[src/logic/dtc_pkg.sv]
// dtc_pkg: constants, types and register map of the dual timer/counter
// assumes: APB with 32-bit data, one register per aligned word
`default_nettype none
package dtc_pkg;

    // ------------------------------------------------------------
    // register indices, byte address is four times the index
    // ------------------------------------------------------------
    localparam logic [7:0] IDX_CTRL = 8'h88;
    localparam logic [7:0] IDX_MODE = 8'h89;
    localparam logic [7:0] IDX_TLA = 8'h8a;
    localparam logic [7:0] IDX_TLB = 8'h8b;
    localparam logic [7:0] IDX_THA = 8'h8c;
    localparam logic [7:0] IDX_THB = 8'h8d;
    localparam logic [7:0] IDX_STAT = 8'h8e;

    // ------------------------------------------------------------
    // field positions
    // ------------------------------------------------------------
    localparam int CTRL_FLAG_B = 7;
    localparam int CTRL_RUN_B = 6;
    localparam int CTRL_FLAG_A = 5;
    localparam int CTRL_RUN_A = 4;
    localparam int MODE_GATE_B = 7;
    localparam int MODE_SRC_B = 6;
    localparam int MODE_FIELD_B = 4;
    localparam int MODE_GATE_A = 3;
    localparam int MODE_SRC_A = 2;
    localparam int MODE_FIELD_A = 0;
    localparam int PRESCALE_BITS = 5;

    // ------------------------------------------------------------
    // reset values and counts
    // ------------------------------------------------------------
    localparam logic [7:0] CTRL_RST = 8'h00;
    localparam logic [7:0] MODE_RST = 8'h00;
    localparam logic [7:0] COUNT_RST = 8'h00;
    localparam logic [3:0] MC_OSC_PERIODS = 4'hc;

    // ------------------------------------------------------------
    // types
    // ------------------------------------------------------------
    typedef enum logic [1:0] {
        MODE_PRESCALED = 2'b00,
        MODE_CASCADED = 2'b01,
        MODE_RELOAD = 2'b10,
        MODE_SPLIT = 2'b11
    } dtc_mode_e;

    typedef struct packed {
        logic psel;
        logic penable;
        logic pwrite;
        logic [11:0] paddr;
        logic [31:0] pwdata;
        logic [3:0] pstrb;
    } dtc_apb_req_s;

    typedef struct packed {
        logic [31:0] prdata;
        logic pready;
        logic pslverr;
    } dtc_apb_rsp_s;

    typedef struct packed {
        logic timer_a_count_pin;
        logic timer_b_count_pin;
        logic timer_a_gate_pin;
        logic timer_b_gate_pin;
    } dtc_pins_s;

    typedef struct packed {
        logic [7:0] ctrl;
        logic [7:0] mode;
        logic [7:0] tla;
        logic [7:0] tha;
        logic [7:0] tlb;
        logic [7:0] thb;
        logic [31:0] rdata;
    } dtc_regs_s;

endpackage
`default_nettype wire

[src/logic/dtc_mcycle.sv]
// dtc_mcycle: machine-cycle tick, one pulse every twelve clocks
// assumes: pclk is the oscillator clock
`default_nettype none
`timescale 1ns/100ps
module dtc_mcycle (
    // clock and reset
    input wire logic pclk,
    input wire logic presetn,
    // tick out
    output logic tick
);
    typedef struct packed {
        logic [3:0] cnt;
    } dtc_mc_s;

    dtc_mc_s r;
    dtc_mc_s n;

    always_comb begin
        n = r;
        if (r.cnt == dtc_pkg::MC_OSC_PERIODS - 4'h1) begin
            n.cnt = 4'h0;
        end else begin
            n.cnt = r.cnt + 4'h1;
        end
    end

    always_ff @(posedge pclk or negedge presetn) begin
        if (!presetn) begin
            r <= '0;
        end else begin
            r <= n;
        end
    end

    assign tick = (r.cnt == dtc_pkg::MC_OSC_PERIODS - 4'h1); // RULE_17
endmodule // dtc_mcycle
`default_nettype wire

[src/logic/dtc_fall_det.sv]
// dtc_fall_det: count-pin sampler, one sample per machine cycle
// assumes: pin synchronous to pclk, tick from dtc_mcycle
`default_nettype none
`timescale 1ns/100ps
module dtc_fall_det (
    // clock and reset
    input wire logic pclk,
    input wire logic presetn,
    // sampling
    input wire logic tick,
    input wire logic pin,
    // event out
    output logic fall
);
    typedef struct packed {
        logic cur;
        logic prev;
    } dtc_fd_s;

    dtc_fd_s r;
    dtc_fd_s n;

    always_comb begin
        n = r;
        if (tick) begin
            n.prev = r.cur;
            n.cur = pin;
        end
    end

    always_ff @(posedge pclk or negedge presetn) begin
        if (!presetn) begin
            r <= '0;
        end else begin
            r <= n;
        end
    end

    // high then low seen, counted at the following tick
    assign fall = tick & r.prev & ~r.cur; // RULE_18
endmodule // dtc_fall_det
`default_nettype wire

[src/logic/dtc_timers.sv]
// dtc_timers: two timer/counters with four modes, APB register slave
// assumes: APB master on pclk, gate and count pins synchronous to pclk
//
// Contract
// RULE_01: timer counts only while run bit set
// RULE_02: overflow sets flag, vector acknowledge clears it
// RULE_03: gate bit adds gate pin high condition
// RULE_04: source bit picks count pin or clock
// RULE_05: two-bit mode field selects four modes
// RULE_06: mode 0 is 13 bits, high three ignored
// RULE_07: mode 0 wrap sets overflow flag
// RULE_08: gate bits at mode bit 7 and 3
// RULE_09: setting run bit keeps counter value
// RULE_10: mode 1 as mode 0 with 16 bits
// RULE_11: mode 2 reloads low from high byte
// RULE_12: timer b in mode 3 holds count
// RULE_13: split low byte uses timer a controls
// RULE_14: split high byte counts cycles, timer b
// RULE_15: software toggles timer b via mode 3
// RULE_16: control register layout, resets to zero
// RULE_17: timer operation ticks every machine cycle
// RULE_18: counter operation counts sampled falling edges
// RULE_19: counter bytes reset to zero
// RULE_20: software byte write beats increment
// RULE_21: software may set or clear flags
`default_nettype none
`timescale 1ns/100ps
module dtc_timers (
    // clock and reset
    input wire logic pclk,
    input wire logic presetn,
    // apb slave
    input wire dtc_pkg::dtc_apb_req_s apb_req,
    output dtc_pkg::dtc_apb_rsp_s apb_rsp,
    // count and gate pins
    input wire dtc_pkg::dtc_pins_s pins,
    // interrupt vector acknowledge
    input wire logic vector_ack_a,
    input wire logic vector_ack_b,
    // overflow flags
    output logic timer_a_overflow_flag,
    output logic timer_b_overflow_flag
);

    // ------------------------------------------------------------
    // count step for modes 0 to 2, result {ovf, hi, lo}
    // ------------------------------------------------------------
    function automatic logic [16:0] dtc_step(
        input logic [1:0] m,
        input logic [7:0] lo,
        input logic [7:0] hi
    );
        logic [16:0] res;
        logic [13:0] c13;
        logic [16:0] c16;
        logic [8:0] c8;
        res = {1'b0, hi, lo};
        c13 = {1'b0, hi, lo[dtc_pkg::PRESCALE_BITS-1:0]} + 14'h0001;
        c16 = {1'b0, hi, lo} + 17'h00001;
        c8 = {1'b0, lo} + 9'h001;
        unique case (m)
            dtc_pkg::MODE_PRESCALED: begin
                // upper three low bits left as they are
                res = {c13[13], c13[12:5], lo[7:5], c13[4:0]}; // RULE_06 RULE_07
            end
            dtc_pkg::MODE_CASCADED: begin
                res = c16; // RULE_10
            end
            dtc_pkg::MODE_RELOAD: begin
                if (c8[8]) begin
                    res = {1'b1, hi, hi}; // RULE_11
                end else begin
                    res = {1'b0, hi, c8[7:0]};
                end
            end
            dtc_pkg::MODE_SPLIT: begin
                res = {1'b0, hi, lo};
            end
        endcase
        return res;
    endfunction

    // ------------------------------------------------------------
    // machine cycle and count pin sampling
    // ------------------------------------------------------------
    logic tick;
    logic fall_a;
    logic fall_b;

    dtc_mcycle u_mcycle (
        .pclk(pclk),
        .presetn(presetn),
        .tick(tick)
    );

    dtc_fall_det u_fall_a (
        .pclk(pclk),
        .presetn(presetn),
        .tick(tick),
        .pin(pins.timer_a_count_pin),
        .fall(fall_a)
    );

    dtc_fall_det u_fall_b (
        .pclk(pclk),
        .presetn(presetn),
        .tick(tick),
        .pin(pins.timer_b_count_pin),
        .fall(fall_b)
    );

    // ------------------------------------------------------------
    // state
    // ------------------------------------------------------------
    dtc_pkg::dtc_regs_s r;
    dtc_pkg::dtc_regs_s n;

    logic [7:0] idx;
    logic setup;
    logic access;
    logic hit;
    logic wr;
    logic [7:0] wbyte;
    logic [1:0] mode_a;
    logic [1:0] mode_b;
    logic split;
    logic gate_ok_a;
    logic gate_ok_b;
    logic en_a;
    logic en_b;
    logic inc_a;
    logic inc_b;
    logic inc_th;
    logic [16:0] step_a;
    logic [16:0] step_b;
    logic [8:0] split_lo;
    logic [8:0] split_hi;
    logic ovf_a;
    logic ovf_b;
    logic [7:0] rmux;

    // ------------------------------------------------------------
    // enables and count sources
    // ------------------------------------------------------------
    always_comb begin
        mode_a = r.mode[dtc_pkg::MODE_FIELD_A +: 2]; // RULE_05
        mode_b = r.mode[dtc_pkg::MODE_FIELD_B +: 2]; // RULE_05
        split = (mode_a == dtc_pkg::MODE_SPLIT);
        // gate bit set: pin must be high too
        gate_ok_a = ~r.mode[dtc_pkg::MODE_GATE_A] | pins.timer_a_gate_pin; // RULE_03 RULE_08
        gate_ok_b = ~r.mode[dtc_pkg::MODE_GATE_B] | pins.timer_b_gate_pin; // RULE_03 RULE_08
        en_a = r.ctrl[dtc_pkg::CTRL_RUN_A] & gate_ok_a; // RULE_01 RULE_13
        // run bit b is lent to the split high byte
        if (split) begin
            en_b = gate_ok_b; // RULE_15
        end else begin
            en_b = r.ctrl[dtc_pkg::CTRL_RUN_B] & gate_ok_b; // RULE_01
        end
        if (mode_b == dtc_pkg::MODE_SPLIT) begin
            en_b = 1'b0; // RULE_12
        end
        if (r.mode[dtc_pkg::MODE_SRC_A]) begin
            inc_a = en_a & fall_a; // RULE_04 RULE_18
        end else begin
            inc_a = en_a & tick; // RULE_04 RULE_17
        end
        if (r.mode[dtc_pkg::MODE_SRC_B]) begin
            inc_b = en_b & fall_b; // RULE_04 RULE_18
        end else begin
            inc_b = en_b & tick; // RULE_04 RULE_17
        end
        // split high byte: machine cycles only
        inc_th = split & tick & r.ctrl[dtc_pkg::CTRL_RUN_B]; // RULE_14
    end

    // ------------------------------------------------------------
    // counter arithmetic
    // ------------------------------------------------------------
    always_comb begin
        step_a = dtc_step(mode_a, r.tla, r.tha);
        step_b = dtc_step(mode_b, r.tlb, r.thb);
        split_lo = {1'b0, r.tla} + 9'h001; // RULE_13
        split_hi = {1'b0, r.tha} + 9'h001; // RULE_14
    end

    // ------------------------------------------------------------
    // apb decode and read mux
    // ------------------------------------------------------------
    always_comb begin
        idx = apb_req.paddr[9:2];
        setup = apb_req.psel & ~apb_req.penable;
        access = apb_req.psel & apb_req.penable;
        hit = (apb_req.paddr[11:10] == 2'b00)
            && (idx >= dtc_pkg::IDX_CTRL) && (idx <= dtc_pkg::IDX_STAT);
        wr = access & apb_req.pwrite & apb_req.pstrb[0] & hit;
        wbyte = apb_req.pwdata[7:0];
        rmux = 8'h00;
        if (apb_req.paddr[11:10] == 2'b00) begin
            unique case (idx)
                dtc_pkg::IDX_CTRL: rmux = r.ctrl;
                dtc_pkg::IDX_MODE: rmux = r.mode;
                dtc_pkg::IDX_TLA: rmux = r.tla;
                dtc_pkg::IDX_TLB: rmux = r.tlb;
                dtc_pkg::IDX_THA: rmux = r.tha;
                dtc_pkg::IDX_THB: rmux = r.thb;
                dtc_pkg::IDX_STAT: rmux = {5'h00, split, en_b, en_a};
                default: rmux = 8'h00;
            endcase
        end
    end

    // ------------------------------------------------------------
    // next state
    // ------------------------------------------------------------
    always_comb begin
        n = r;
        ovf_a = 1'b0;
        ovf_b = 1'b0;

        // timer a
        if (inc_a) begin
            if (split) begin
                n.tla = split_lo[7:0];
                ovf_a = split_lo[8]; // RULE_13
            end else begin
                {n.tha, n.tla} = step_a[15:0];
                ovf_a = step_a[16]; // RULE_07
            end
        end
        if (inc_th) begin
            n.tha = split_hi[7:0];
            ovf_b = split_hi[8]; // RULE_14
        end

        // timer b, its own flag is given to the split high byte
        if (inc_b) begin
            {n.thb, n.tlb} = step_b[15:0];
            if (!split) begin
                ovf_b = step_b[16]; // RULE_07
            end
        end

        // software byte writes win over counting
        if (wr) begin
            unique case (idx)
                dtc_pkg::IDX_MODE: n.mode = wbyte; // RULE_05
                dtc_pkg::IDX_TLA: n.tla = wbyte; // RULE_20
                dtc_pkg::IDX_TLB: n.tlb = wbyte; // RULE_20
                dtc_pkg::IDX_THA: n.tha = wbyte; // RULE_20
                dtc_pkg::IDX_THB: n.thb = wbyte; // RULE_20
                default: n.mode = r.mode;
            endcase
        end

        // control: ack clears, write loads, overflow set wins
        if (vector_ack_a) begin
            n.ctrl[dtc_pkg::CTRL_FLAG_A] = 1'b0; // RULE_02
        end
        if (vector_ack_b) begin
            n.ctrl[dtc_pkg::CTRL_FLAG_B] = 1'b0; // RULE_02
        end
        if (wr && idx == dtc_pkg::IDX_CTRL) begin
            // whole byte, run and flag bits; counters untouched
            n.ctrl = wbyte; // RULE_09 RULE_16 RULE_21
        end
        if (ovf_a) begin
            n.ctrl[dtc_pkg::CTRL_FLAG_A] = 1'b1; // RULE_02
        end
        if (ovf_b) begin
            n.ctrl[dtc_pkg::CTRL_FLAG_B] = 1'b1; // RULE_02
        end

        // read data captured in the setup cycle
        if (setup) begin
            n.rdata = {24'h000000, rmux};
        end
    end

    // ------------------------------------------------------------
    // registers
    // ------------------------------------------------------------
    always_ff @(posedge pclk or negedge presetn) begin
        if (!presetn) begin
            r.ctrl <= dtc_pkg::CTRL_RST; // RULE_16
            r.mode <= dtc_pkg::MODE_RST;
            r.tla <= dtc_pkg::COUNT_RST; // RULE_19
            r.tha <= dtc_pkg::COUNT_RST; // RULE_19
            r.tlb <= dtc_pkg::COUNT_RST; // RULE_19
            r.thb <= dtc_pkg::COUNT_RST; // RULE_19
            r.rdata <= 32'h00000000;
        end else begin
            r <= n;
        end
    end

    // ------------------------------------------------------------
    // outputs
    // ------------------------------------------------------------
    always_comb begin
        apb_rsp.prdata = r.rdata;
        apb_rsp.pready = 1'b1;
        apb_rsp.pslverr = access & ~hit;
    end

    assign timer_a_overflow_flag = r.ctrl[dtc_pkg::CTRL_FLAG_A];
    assign timer_b_overflow_flag = r.ctrl[dtc_pkg::CTRL_FLAG_B];

endmodule // dtc_timers
`default_nettype wire

[config.mk]
export PLATFORM = sky130hd
export DESIGN_NAME = dtc_timers
export DESIGN_NICKNAME = d
export VERILOG_FILES = /design/src/logic/dtc_pkg.sv /design/src/logic/dtc_mcycle.sv /design/src/logic/dtc_fall_det.sv /design/src/logic/dtc_timers.sv
export SDC_FILE = /design/constraint.sdc
export NUM_CORES = 1
export LEC_CHECK = 0
export BUFFER_PORTS_ARGS = -buffer_cell sky130_fd_sc_hd__buf_2
export CORE_MARGIN = 8
export CORE_UTILIZATION = 45
export DETAILED_ROUTE_END_ITERATION = 10
export PLACE_DENSITY = 0.69
export SETUP_SLACK_MARGIN = 0.2
export SYNTH_ARGS = -nofsm -noshare
export SYNTH_HDL_FRONTEND = slang
export SYNTH_HIERARCHICAL = 1
export SYNTH_SLANG_ARGS = --single-unit
[constraint.sdc]
create_clock -name pclk -period 2.51 [get_ports pclk]
set_clock_uncertainty 0.2 [all_clocks]
set_input_delay 0.3765 -clock pclk [delete_from_list [all_inputs] [get_ports pclk]]
set_output_delay 0.3765 -clock pclk [all_outputs]
set_load 0.1 [all_outputs]
Word level (Yosys, flattened, before mapping)

Cells that the tools add are included.
W data, S select, Z words.

Flip-flop bits (word level): 64
Output and inout bits: 36
Input port bits: 59
Word-level logic and storage cells: 104

Mux-type cells: 31
Reduce and logical (&&, ||, !) cells: 9
Add/subtract/negate cells: 8
Bitwise gates (word level): 26
Magnitude comparators: 2
Equality and inequality tests: 14

Operators with widths:

| kind                    | number |
|---|---|
| $mux W8                 | 9 |
| $pmux W17 S4            | 1 |
| $eq A8 B8 Y1 const B    | 7 |
| $pmux W8 S7             | 1 |
| $pmux W17 S3            | 1 |
| $add A16 B1 Y17 const B | 2 |
| $mux W17                | 2 |
| $mux W16                | 2 |
| $mux W32                | 1 |
| $add A13 B1 Y14 const B | 2 |
| $add A8 B1 Y9 const B   | 3 |
| $and A1 B1 Y1           | 18 |
| $mux W1                 | 13 |
| $eq A2 B2 Y1 const B    | 4 |
| $ge A8 B8 Y1 const B    | 1 |
| $le A8 B8 Y1 const B    | 1 |
| $logic_not A2 Y1        | 3 |
| $not A1 Y1              | 6 |
| $reduce_bool A3 Y1      | 2 |
| $add A4 B1 Y4 const B   | 1 |
| $eq A2 B1 Y1 const B    | 2 |
| $eq A4 B4 Y1 const B    | 1 |
| $mux W4                 | 1 |
| $logic_and A1 B1 Y1     | 3 |
| 2 further kinds         | 3 |

Longest topological paths before layout

Depth in word-level cells: 10
Depth in mapped cells: 10
Mapped depth without buffers: 9

Hierarchy

The synthesis kept the hierarchy.

Modules (own cells, without submodules):

| module       | cells each | area an instance (µm²) | seq. area each (µm²) | instances |
|---|---|---|---|---|
| dtc_timers   | 593        | 4899.7                 | 1401.3               | 1 |
| dtc_mcycle   | 14         | 173.9                  | 100.1                | 1 |
| dtc_fall_det | 5          | 82.6                   | 50.0                 | 2 |

Worst setup path after synthesis

No wires, ideal clock.

Kind: reg2reg
Start point: register u_mcycle/r[0] (netlist name)
End point: register r[54] (netlist name)
Cell stages (with the launch flop): 10
Slack: -0.041 ns
Library setup time: 0.095 ns
Data required time: 2.215 ns
Buffers on the path: 0
Arrival: 2.255 ns
Clock period less this slack: 2.551 ns
Path through: dfrtp_1 > ha_1 > nand2b_4 > nor2_2 > and3b_2 > mux2_2 > nand3_1 > or4_1 > and3_1 > o31ai_1

RTL lines:

| element                | RTL line          | RTL |
|---|---|---|
| from (decl)            | dtc_mcycle.sv:16  | `dtc_mc_s r;` |
| from (signal assigned) | dtc_mcycle.sv:32  | `r <= n;` |
| to (signal assigned)   | dtc_timers.sv:292 | `r <= n;` |
| to (decl)              | dtc_timers.sv:115 | `dtc_pkg::dtc_regs_s r;` |

==> summary.txt <==
Status
  • Status: completed

Setup path
  • Critical path origin: u_mcycle/r[1]
  • Capture point of the worst reg-to-reg path: r[49]
  • Reg2reg setup slack: 130 ps
  • Critical Path AT: 2370 ps
  • Reg2reg path depth: 10
  • Worst EP required: 2500 ps
  • Crit end category: flop
  • CP Max Fanout: 13
  • Setup CP Type: flop to flop
  • Startpoint Class: flop
  • Reg2Reg Launch Point: u_mcycle/r[1]
  • Worst setup path end: r[49]

Clocking
  • Clock buffer depth: 2
  • CTS root buf: clkbuf_16
  • Later-pin clock latency in the skew report: 340 ps
  • CTS tree: done
  • TritonCTS Sinks: 64
  • Clock H-tree levels: 3
  • CTS Buf Count: 9
  • Clock Pin Slew Worst Setup and Hold Paths: 50 ps

Die
  • Core area: 0.0114 mm^2
  • FP Rows: 39
  • I/O pin total: 95
  • DIE WIDTH: 124 um
  • Initial Utilization: 0.461
  • Die Span Y: 124 um
  • Die ar.: 0.0154 mm^2

Flow run
  • Max Cap Viol: 0

Global route
  • Remaining Overflow, GRT: 0
  • Largest net degree at the start of global routing: 28
  • Number of global-route vias before repair: 4912
  • First-pass GRT wire length: 27300 um
  • Initial antenna violation count: 0
  • Tot GR Track Use: 0.231

Timing
  • Final Hold Fails: 0
  • Final critical-path required period: 2380 ps
  • Fin Hold WS: 71.6 ps
  • Final setup violation count: 0
  • Slew @ Worst Pin: 770 ps
  • Final setup TNS: 0 ps
  • Max transition margin: 0.486
  • F_max: 0.421 GHz
  • Pins over their slew limit: 0
  • Unrepaired setup endpoints after global routing: true
  • Period utilization: 0.947

Pwr
  • NetSw: 717 uW
  • Switch share: 0.277
  • Flop pwr share: 0.402
  • Static leakage: 0.00259 uW
  • VDD IR max: 0.000443 V
  • Comb pwr share: 0.117
  • Clock power frac: 0.481
  • PwrDens: 411 mW/mm^2
  • Int Pwr: 1870 uW

Detailed routing
  • Final wirelength: 17900 um
  • Met2 routed WL: 8150 um
  • Met3 routed wirelength: 1650 um
  • Routed vias: 5271
  • Final ANT Viol Nets: 0
  • Highest Signal Layer: met4
  • Routed len/inst: 21.8 um
  • Via density: 6.43
  • WL met1: 7660 um
  • DR iter-0 viols: 666
  • Drc violations: 0
  • TritonRoute pass-1 iters: 6

Synth
  • Mapped cell area: 0.00524 mm^2
  • Post-Syn Area per Cell: 8.49 um^2
  • Ys async rst share: 1.00
  • #FFs+latches synth: 64
  • Synth Flop Type: dfrtp_1
  • EDFF count, synth: 0
  • Register area share after synthesis: 0.306
  • Synth cell types: 81
  • Mapped Cells: 617
  • Synth warn: 6

Finish
  • Synthesis-to-finish area growth: 20.1%
  • Finished Cell Area: 0.00629 mm^2
  • Final Core Density: 0.553
  • FILL cells: 1072
  • Ant. Diodes: 0
  • Fin cells: 820
  • Nets: 739
  • Share of layout cells above drive strength 1: 0.294

Placement
  • Hpwl dp: 13200 um
  • Placed cell area: 0.00574 mm^2
  • Cells after DPL: 799
  • Number of port buffers: 40
  • Gpl congestion: 0.920

Min path
  • Hold WC Path Type: input port to flop
  • Hold path depth: 2
-- cell families (layout without fill, tap and decap cells) --
| family | after synthesis | after routing | synth area share |
|---|---|---|---|
| other | 2 | 25 | 0.00143 |
| AO/OA/AOI/OAI | 179 | 179 | 0.236 |
| AND/OR/NAND/NOR | 227 | 228 | 0.249 |
| buffers and inverters | 93 | 129 | 0.0958 |
| adder cells (fa/ha/maj) | 7 | 7 | 0.0167 |
| multiplexers | 34 | 34 | 0.0769 |
| XOR/XNOR | 11 | 11 | 0.0184 |
| flip-flops | 64 | 64 | 0.306 |
-- metrics by stage --
step,power (uW),setup WS (ps)
final,2590,134
after CTS,2600,149
after floorplan,1300,177
after global routing,2650,65.3
after detailed placement,1360,22.6
after global placement,1350,63.6
-- flip-flops by register name (all words and copies together), names as in the netlist --
register / flops
r: 42
apb_rsp: 8
u_mcycle/r: 4
mode_a: 2
mode_b: 2
u_fall_a/r: 2
u_fall_b/r: 2
timer_a_overflow_flag: 1
timer_b_overflow_flag: 1
-- layout make-up --
cell class / instances / area, um^2 / area share
clock buffers: 10 / 239 / 0.0380
repair buffers: 101 / 724 / 0.115
multi-input cells: 484 / 3440 / 0.546
flip-flops and latches: 64 / 1600 / 0.255
inverters: 13 / 48.8 / 0.00776
clock inverters: 5 / 57.6 / 0.00915
well taps: 143 / 179 / 0.0284
-- critical path, cell delays in order (launching register included) --
cell	delay, ps
dfrtp_1	390
ha_4	160
nand2b_4	60
nor2_4	180
and3b_2	210
mux2_4	190
nand3_4	90
buf_12	170
o31a_1	290
nor4_2	190
a211oi_1	90
-- how the worst min path moves through the flow --
stage	startpoint	end	slack [ps]
floorplan	presetn	apb_rsp[2]	-120
global placement	presetn	r[43]	210
detailed placement	presetn	r[43]	220
CTS	pins[3]	u_fall_a/r[1]	60
global route	pins[2]	u_fall_b/r[1]	70
finish	pins[3]	u_fall_a/r[1]	70
-- repair_timing --
action / CTS / global route
buffers inserted: 2 / 2
endpoints found under the hold margin: 25 / 0
hold buffers: 1 / 0
gates cloned: 0 / 1
gates resized for setup: 20 / 35
pin swaps: 5 / 12
setup endpoints to repair: 29 / 31
-- metal layers --
layer  vias to the layer above  GRT usage
met1                      2580      0.322
met3                        30     0.0449
met4                         0     0.0855
li1                       2401          -
met2                       260      0.348
met5                         -          0
-- cells in the mapped netlist, types with 3 or more instances --
master     number  share of area
a2111oi_0       4         0.0067
a211oi_1       10          0.014
a21oi_1        28          0.027
a221o_1         4         0.0076
a221oi_1        4         0.0067
a22o_1         12          0.020
a31oi_1        12          0.014
a32o_1          3         0.0057
a41oi_1         3         0.0050
and2_1          7         0.0084
and3_1         19          0.023
and4_1          8          0.013
buf_1           4         0.0029
buf_2          17          0.016
buf_4          35          0.050
clkbuf_1       24          0.017
dfrtp_1        64           0.31
ha_1            7          0.017
inv_1          13         0.0093
mux2_2         28          0.060
mux2_4          3         0.0086
nand2_1        47          0.034
nand2b_1       10          0.012
nand3_1        30          0.029
nand4_1        14          0.017
nand4b_1        3         0.0050
nor2_1         28          0.020
nor2b_1        11          0.013
nor3_1         12          0.011
nor4_1          9          0.011
o2111ai_1       3         0.0050
o211ai_1       10          0.014
o21ai_0        43          0.041
o22ai_1         3         0.0036
o311ai_0        3         0.0050
o31ai_1         5         0.0072
o32ai_1         3         0.0050
or3_1           3         0.0036
or4_1           3         0.0043
xnor2_1         5         0.0084
xor2_1          6          0.010
-- layout by cell type (no fill, tap or decap), types with 11 or more instances in the layout --
cell     Yosys  routed
mux2_2      28      26
inv_1       13      13
o21ai_1      2      11
conb_1       2      25
nor2_1      28      27
and3_1      19      16
a31oi_1     12      11
o21ai_0     43      34
nand2_1     47      47
nor3_1      12      11
a21oi_1     28      27
nand3_1     30      27
a22o_1      12      12
buf_4       35      55
dfrtp_1     64      62
buf_2       17      39
nand4_1     14      14
-- power by group through the flow --
| stage | Sequential (uW) | Clock (uW) | Combinational, uW |
|---|---|---|---|
| detailed placement | 1060 | 0 | 298 |
| finish | 1040 | 1250 | 303 |
| global route | 1040 | 1300 | 314 |
| floorplan | 1060 | 0 | 245 |
| global placement | 1060 | 0 | 296 |
| CTS | 1040 | 1270 | 300 |
Power figures use the tool's default switching activity.
